===== src/ctrl_ops_pkg.sv =====
// Purpose: shared constants and types for the control-instruction executor
// Assumes: one clock, synchronous active-low reset, decode stage on the same clock
// Notes: opcode bit patterns are decoded upstream into op_kind_t
//
// What this block does
// - disable op clears flag; acceptance blocked one cycle later
// - enable op sets flag; acceptance effective one cycle later
// - watchdog-stop-arm op sets stop permission only
// - watchdog stops only on stop action after arming
// - power-down ops act only right after arming op
package ctrl_ops_pkg;

    // ****************************************
    // instruction kinds delivered by decode
    // ****************************************
    typedef enum logic [2:0] {
        other_op,
        interrupt_disable_op,
        interrupt_enable_op,
        watchdog_stop_arm_op,
        powerdown_arm_op,
        powerdown_op_a,
        powerdown_op_b
    } op_kind_t;

    // ****************************************
    // timing and reset values
    // ****************************************
    localparam int IRQ_EFFECT_DELAY_MC = 1;
    localparam logic IRQ_ENABLE_RST = 1'h0;
    localparam logic IRQ_ACCEPT_RST = 1'h0;
    localparam logic WDT_ARM_RST = 1'h0;
    localparam logic WDT_RUN_RST = 1'h1;
    localparam logic PD_ARM_RST = 1'h0;
    localparam logic PD_PULSE_RST = 1'h0;

endpackage


===== src/mc_delay.sv =====
// Purpose: carries a level to its output after a count of machine cycles
// Assumes: mc_tick is a one-clock pulse at the end of each machine cycle
// Notes: a new load restarts the count and replaces the held value
`timescale 1ns/1ps
module mc_delay #(
    parameter int DELAY_MC = 1,
    parameter logic RST_VAL = 1'h0
) (
    input wire logic clk,
    input wire logic rst_b,
    input wire logic load,
    input wire logic din,
    input wire logic mc_tick,
    output logic dout
);
    localparam int CW = (DELAY_MC < 2) ? 1 : $clog2(DELAY_MC + 1);
    localparam logic [CW-1:0] LOAD_VAL = CW'(DELAY_MC);

    logic [CW-1:0] cnt_reg;
    logic [CW-1:0] cnt_next;
    logic held_reg;
    logic held_next;
    logic dout_reg;
    logic dout_next;
    wire counting = (cnt_reg != '0);
    wire expire = counting && mc_tick && (cnt_reg == CW'(1));

    // load beats a coincident tick: the waiting cycle starts after execution
    assign cnt_next = load ? LOAD_VAL : ((counting && mc_tick) ? cnt_reg - CW'(1) : cnt_reg);
    assign held_next = load ? din : held_reg;
    assign dout_next = (expire && !load) ? held_reg : dout_reg;

    always_ff @(posedge clk) begin
        if (!rst_b) begin
            cnt_reg <= '0;
            held_reg <= RST_VAL;
            dout_reg <= RST_VAL;
        end else begin
            cnt_reg <= cnt_next;
            held_reg <= held_next;
            dout_reg <= dout_next;
        end
    end

    assign dout = dout_reg;
endmodule


===== src/intr_wdt_powerdown_ctrl_ops.sv =====
// Purpose: executes interrupt enable/disable, watchdog stop arming and power-down arming
// Assumes: instr_exec pulses once per executed instruction, with op_kind valid in that clock
// Notes: mc_tick marks the end of each machine cycle; all inputs on clk
`timescale 1ns/1ps
module intr_wdt_powerdown_ctrl_ops #(
    parameter int IRQ_DELAY_MC = ctrl_ops_pkg::IRQ_EFFECT_DELAY_MC
) (
    input wire logic clk,
    input wire logic rst_b,
    input wire logic instr_exec,
    input wire ctrl_ops_pkg::op_kind_t op_kind,
    input wire logic mc_tick,
    input wire logic wdt_stop_action,
    output logic irq_enable_flag,
    output logic irq_accept_en,
    output logic wdt_stop_armed,
    output logic wdt_running,
    output logic pd_armed,
    output logic pd_enter_a,
    output logic pd_enter_b,
    output logic pd_refused
);

    // ****************************************
    // helper functions
    // ****************************************
    // one executed instruction of the wanted kind in this clock
    function automatic logic op_hit(
        input logic exec,
        input ctrl_ops_pkg::op_kind_t kind,
        input ctrl_ops_pkg::op_kind_t want
    );
        return exec && (kind == want);
    endfunction

    // set wins over clear when both fall in one clock
    function automatic logic set_clr_hold(
        input logic set,
        input logic clr,
        input logic cur
    );
        return set ? 1'h1 : (clr ? 1'h0 : cur);
    endfunction

    // ****************************************
    // decode of the executed instruction
    // ****************************************
    wire exec_irq_dis = op_hit(instr_exec, op_kind, ctrl_ops_pkg::interrupt_disable_op);
    wire exec_irq_en = op_hit(instr_exec, op_kind, ctrl_ops_pkg::interrupt_enable_op);
    wire exec_wdt_arm = op_hit(instr_exec, op_kind, ctrl_ops_pkg::watchdog_stop_arm_op);
    wire exec_pd_arm = op_hit(instr_exec, op_kind, ctrl_ops_pkg::powerdown_arm_op);
    wire exec_pd_a = op_hit(instr_exec, op_kind, ctrl_ops_pkg::powerdown_op_a);
    wire exec_pd_b = op_hit(instr_exec, op_kind, ctrl_ops_pkg::powerdown_op_b);
    wire exec_pd_any = exec_pd_a || exec_pd_b;
    wire exec_irq_any = exec_irq_dis || exec_irq_en;
    // any other executed instruction ends the power-down arming
    wire exec_pd_drop = instr_exec && !exec_pd_arm;

    // ****************************************
    // interrupt enable flag
    // ****************************************
    logic irq_flag_reg;
    logic irq_flag_next;
    logic irq_accept_w;

    // flag itself changes at once; only acceptance waits
    assign irq_flag_next = set_clr_hold(exec_irq_en, exec_irq_dis, irq_flag_reg);

    always_ff @(posedge clk) begin
        if (!rst_b) begin
            irq_flag_reg <= ctrl_ops_pkg::IRQ_ENABLE_RST;
        end else begin
            irq_flag_reg <= irq_flag_next;
        end
    end

    // acceptance follows the flag one machine cycle after the executing one
    // a new op during the wait restarts it, so the last op decides
    mc_delay #(
        .DELAY_MC(IRQ_DELAY_MC),
        .RST_VAL(ctrl_ops_pkg::IRQ_ACCEPT_RST)
    ) u_irq_delay (
        .clk(clk),
        .rst_b(rst_b),
        .load(exec_irq_any),
        .din(irq_flag_next),
        .mc_tick(mc_tick),
        .dout(irq_accept_w)
    );

    // ****************************************
    // watchdog stop permission
    // ****************************************
    typedef enum logic [1:0] {
        WDT_FREE,
        WDT_ARMED,
        WDT_HALTED
    } wdt_state_t;

    wdt_state_t wdt_state_reg;
    wdt_state_t wdt_state_next;
    logic wdt_arm_reg;
    logic wdt_arm_next;
    logic wdt_run_reg;
    logic wdt_run_next;

    // arming alone never halts; a stop action in the arming clock is not prior
    always_comb begin
        wdt_state_next = wdt_state_reg;
        case (wdt_state_reg)
            WDT_FREE: begin
                if (exec_wdt_arm) begin
                    wdt_state_next = WDT_ARMED;
                end
            end
            WDT_ARMED: begin
                if (wdt_stop_action) begin
                    wdt_state_next = WDT_HALTED;
                end
            end
            WDT_HALTED: begin
                wdt_state_next = WDT_HALTED;
            end
            default: begin
                wdt_state_next = WDT_FREE;
            end
        endcase
    end

    // halted is final until reset: no op restarts the timer
    assign wdt_arm_next = (wdt_state_next != WDT_FREE);
    assign wdt_run_next = (wdt_state_next != WDT_HALTED);

    always_ff @(posedge clk) begin
        if (!rst_b) begin
            wdt_state_reg <= WDT_FREE;
        end else begin
            wdt_state_reg <= wdt_state_next;
        end
    end

    always_ff @(posedge clk) begin
        if (!rst_b) begin
            wdt_arm_reg <= ctrl_ops_pkg::WDT_ARM_RST;
        end else begin
            wdt_arm_reg <= wdt_arm_next;
        end
    end

    always_ff @(posedge clk) begin
        if (!rst_b) begin
            wdt_run_reg <= ctrl_ops_pkg::WDT_RUN_RST;
        end else begin
            wdt_run_reg <= wdt_run_next;
        end
    end

    // ****************************************
    // power-down arming
    // ****************************************
    logic pd_arm_reg;
    logic pd_arm_next;
    logic pd_a_reg;
    logic pd_a_next;
    logic pd_b_reg;
    logic pd_b_next;
    logic pd_ref_reg;
    logic pd_ref_next;
    wire pd_ok = pd_arm_reg && exec_pd_any;

    // arming lasts until the next executed instruction that is not another power-down arming op
    assign pd_arm_next = set_clr_hold(exec_pd_arm, exec_pd_drop, pd_arm_reg);
    assign pd_a_next = pd_ok && exec_pd_a;
    assign pd_b_next = pd_ok && exec_pd_b;
    // an unarmed power-down op only reports itself, it never sleeps
    assign pd_ref_next = exec_pd_any && !pd_arm_reg;

    always_ff @(posedge clk) begin
        if (!rst_b) begin
            pd_arm_reg <= ctrl_ops_pkg::PD_ARM_RST;
        end else begin
            pd_arm_reg <= pd_arm_next;
        end
    end

    always_ff @(posedge clk) begin
        if (!rst_b) begin
            pd_a_reg <= ctrl_ops_pkg::PD_PULSE_RST;
        end else begin
            pd_a_reg <= pd_a_next;
        end
    end

    always_ff @(posedge clk) begin
        if (!rst_b) begin
            pd_b_reg <= ctrl_ops_pkg::PD_PULSE_RST;
        end else begin
            pd_b_reg <= pd_b_next;
        end
    end

    always_ff @(posedge clk) begin
        if (!rst_b) begin
            pd_ref_reg <= ctrl_ops_pkg::PD_PULSE_RST;
        end else begin
            pd_ref_reg <= pd_ref_next;
        end
    end

    // ****************************************
    // outputs
    // ****************************************
    assign irq_enable_flag = irq_flag_reg;
    assign irq_accept_en = irq_accept_w;
    assign wdt_stop_armed = wdt_arm_reg;
    assign wdt_running = wdt_run_reg;
    assign pd_armed = pd_arm_reg;
    assign pd_enter_a = pd_a_reg;
    assign pd_enter_b = pd_b_reg;
    assign pd_refused = pd_ref_reg;

endmodule


===== config.mk =====
export PLATFORM = sky130hd
export DESIGN_NAME = intr_wdt_powerdown_ctrl_ops
export DESIGN_NICKNAME = d
export VERILOG_FILES = /design/src/ctrl_ops_pkg.sv /design/src/mc_delay.sv /design/src/intr_wdt_powerdown_ctrl_ops.sv
export SDC_FILE = /design/constraint.sdc
export NUM_CORES = 1
export LEC_CHECK = 0
export BUFFER_PORTS_ARGS = -buffer_cell sky130_fd_sc_hd__buf_4
export CELL_PAD_IN_SITES_DETAIL_PLACEMENT = 0
export CELL_PAD_IN_SITES_GLOBAL_PLACEMENT = 1
export CORE_MARGIN = 8
export CORE_UTILIZATION = 35
export DETAILED_ROUTE_END_ITERATION = 10
export PLACE_DENSITY_LB_ADDON = 0.1
export SETUP_SLACK_MARGIN = 0.5
export SLEW_MARGIN = 15
export SYNTH_ARGS = -nofsm -noshare
export SYNTH_HDL_FRONTEND = slang
export SYNTH_SLANG_ARGS = --single-unit

===== constraint.sdc =====
create_clock -name clk -period 1.45 [get_ports clk]
set_clock_uncertainty 0.1 [all_clocks]
set_input_delay 0.3625 -clock clk [delete_from_list [all_inputs] [get_ports clk]]
set_output_delay 0.3625 -clock clk [all_outputs]
set_load 0.02 [all_outputs]

==> reports/qor.yml <==
critical_path:
  crit_chain: "buf_6"
  ff2ff_path_depth: 5
  worst-path-stages: 1
  cp.required_ps: 990
  crit_slowest_cell: "dfxtp_2"
  worstSetupStartpointType: "register"
  critPathKind: "register to output pin"
  crit_path_end_kind: "output pin"
  crit_family: "flip-flops"
  critical_path_arrival_ps: 730
  max_stage_delay_ps: 350
  cp.buffers_inverters: 1
  crit_fanout: 2
floorplanning:
  ios: 16
  start_util_pct: 36.05
  die_w_um: 54.93
  row_count: 14
  core_um2: 1471
  die_h_um: 54.93
  die_area_um2: 3017
clock_network:
  cts_buffer_depth: 2
  clk_pin_slew_worst_paths_ps: 80
  cts_hold_buf: 0
  cts-buffers-inserted: 3
  clock-sinks: 12
  htree_num_levels: 1
  cts_tree: "built"
  cts_root_buf: "clkbuf_4"
  clk_latency_ps: 270
yosys:
  yosysUniqueCellTypes: 26
  ys.flop_type: "dfxtp_1"
  synth_warnings: 0
  synthMostInstantiatedCell: "dfxtp_1"
  synth_edf_count: 0
  synth.largest_area_cell: "dfxtp_1"
  synth_top_area_share_pct: 45.28
  synth_area_um2: 530.5
  synthesis.instances: 55
  synthTopCellsByCount: "12 x dfxtp_1, 9 x nand2_1, 3 x and2_1, 3 x nand2b_1, 3 x o22ai_1"
  synth_seq_area_share_pct: 45.28
  synth-seq-cells: 12
  async_flop_share_pct: 0
  synth_area_leaders: "dfxtp_1 45%, nand2_1 6.4%, and2_1 3.5%"
  synth_nets: 63
  syn_avg_cell_area_um2: 9.646
power:
  p_leak_nw: 0.3544
  peakVddDrop_mv: 0.4747
  power.density_nw_per_um2: 847.4
layout:
  nNetsFinal: 88
  multi_input_area_um2: 311.5
  final_area_um2: 852.1
  regArea_um2: 255.2
  stdcell_count: 95
  largest_reg_flops: 2
  drive_above_1_share_pct: 64.56
  area_delta_synth_final_pct: 60.61
  fillerInstances: 135
  antenna_cells: 0
run_status:
  outcome: "finished clean"
sta:
  drv_slew: 0
  clock.fmax_mhz: 838.9
  setup_violations: 0
  hold_viol: 0
  relSlewSlack_pct: 86.77
  grt_setup_unrepaired: "true"
  tightest_slew_ps: 197.3
  whs_ps: 216.7
  finalCriticalPeriod_ps: 1192
  tns_ps: 0
  finalCritPeriodShare_pct: 82.21
global_routing:
  grt_pass1_vias: 460
  antenna_found_initial: 0
  gr-usage-all-layers_pct: 8.630
  grt_max_degree: 14
  grt-ovfl-total: 0
  grt_pass1_wl_um: 1918
place:
  dp_hpwl_um: 777.1
  io_buffers: 15
  placed_area_um2: 659.4
  gp_congestion: 0.7274
  place_inst: 83
routing:
  drt-pass1-iter-count: 3
  wl_um: 1169
  drc: 0
  wl_per_cell_um: 12.31
  drt_iter0_markers: 15
  antenna_left: 0
  vias: 457
  avgViaCountPerCell: 4.811
hold_path:
  hold_class: "primary input to register"
  hold_path_depth: 2
run:
  drv_cap: 0
cells in the final DEF, fill, tap and decap left out:
cell type and n:
and2_1 3, o22ai_1 3, nand2b_4 1, xnor2_4 1
nor4b_2 1, a21oi_1 2, xor2_2 1, nand2b_1 2
and2b_2 1, o31a_1 1, dfxtp_4 1, a211oi_1 1
nand4_1 1, nor2_1 2, nor3b_2 2, and3_1 1
nand2_1 6, dfxtp_2 9, a311o_1 1, clkbuf_8 1
nor3b_1 1, buf_6 13, o32ai_2 1, nor3_2 1
inv_1 1, o21ai_1 1, nand2_2 2, buf_4 10
mux2i_2 1, nand2_4 1, inv_2 1, clkbuf_4 3
dfxtp_1 2
worst paths after layout:
path	startpoint	end	slack (ps)
setup / recovery	pd_armed	pd_armed	260
setup reg to reg	u_irq_delay.dout	u_irq_delay.dout	290
hold / removal	op_kind[0]	pd_enter_b	220
hold reg to reg	wdt_state_reg[1]	wdt_state_reg[0]	360
repair_timing:
item	in CTS	in global routing
setup buffers	5	3
cloned	0	0
resized for setup	19	13
pin swaps	2	4
endpoints found under the setup margin	10	14
hold endpoints to repair	0	0
per-layer routing:
metal | routed length (µm) | part of all wire, % | vias to the layer above | GRT usage, %
met5 | 0 | 0 | - | 0
met4 | 0 | 0 | 0 | 4.800
met3 | 94 | 8.0 | 0 | 2.941
met2 | 546 | 47 | 11 | 13.96
met1 | 527 | 45 | 207 | 9.752
li1 | - | - | 239 | -
power by group:
part / internal (mW) / switching [mW] / total, mW
logic: 0.0605 / 0.0516 / 0.112
clock network: 0.152 / 0.113 / 0.265
registers: 0.338 / 0.00635 / 0.345
layout make-up:
class                   instances  share of cell area, %
multi-input cells              38                  36.56
flip-flops and latches         12                  29.96
repair buffers                 23                  25.99
clock buffers                   4                  4.258
well taps                      16                  2.349
inverters                       2                 0.8811
logic make-up (layout without fill, tap and decap cells):
logic type,count (synthesis),count (layout),share of synthesized area [%]
AOI/OAI and AO/OA,10,10,12.97
DFF,12,12,45.28
and+or+nand+nor,25,25,27.83
muxes,1,1,1.887
xor gates and xnor gates,2,2,6.134
buffers and inverters,5,29,5.896
per-stage QoR:
| stage | utilization [%] | power [mW] | setup WS (ps) |
|---|---|---|---|
| final | 57.91 | 0.7220 | 258.0 |
| after detailed placement | 44.81 | 0.4428 | 140.6 |
| after global placement | 44.81 | 0.4436 | 150.0 |
| after CTS | 53.32 | 0.7268 | 249.5 |
| after global routing | 57.91 | 0.7599 | 229.5 |
| after floorplan | - | 0.4205 | 249.3 |
Power figures use the tool's default switching activity.
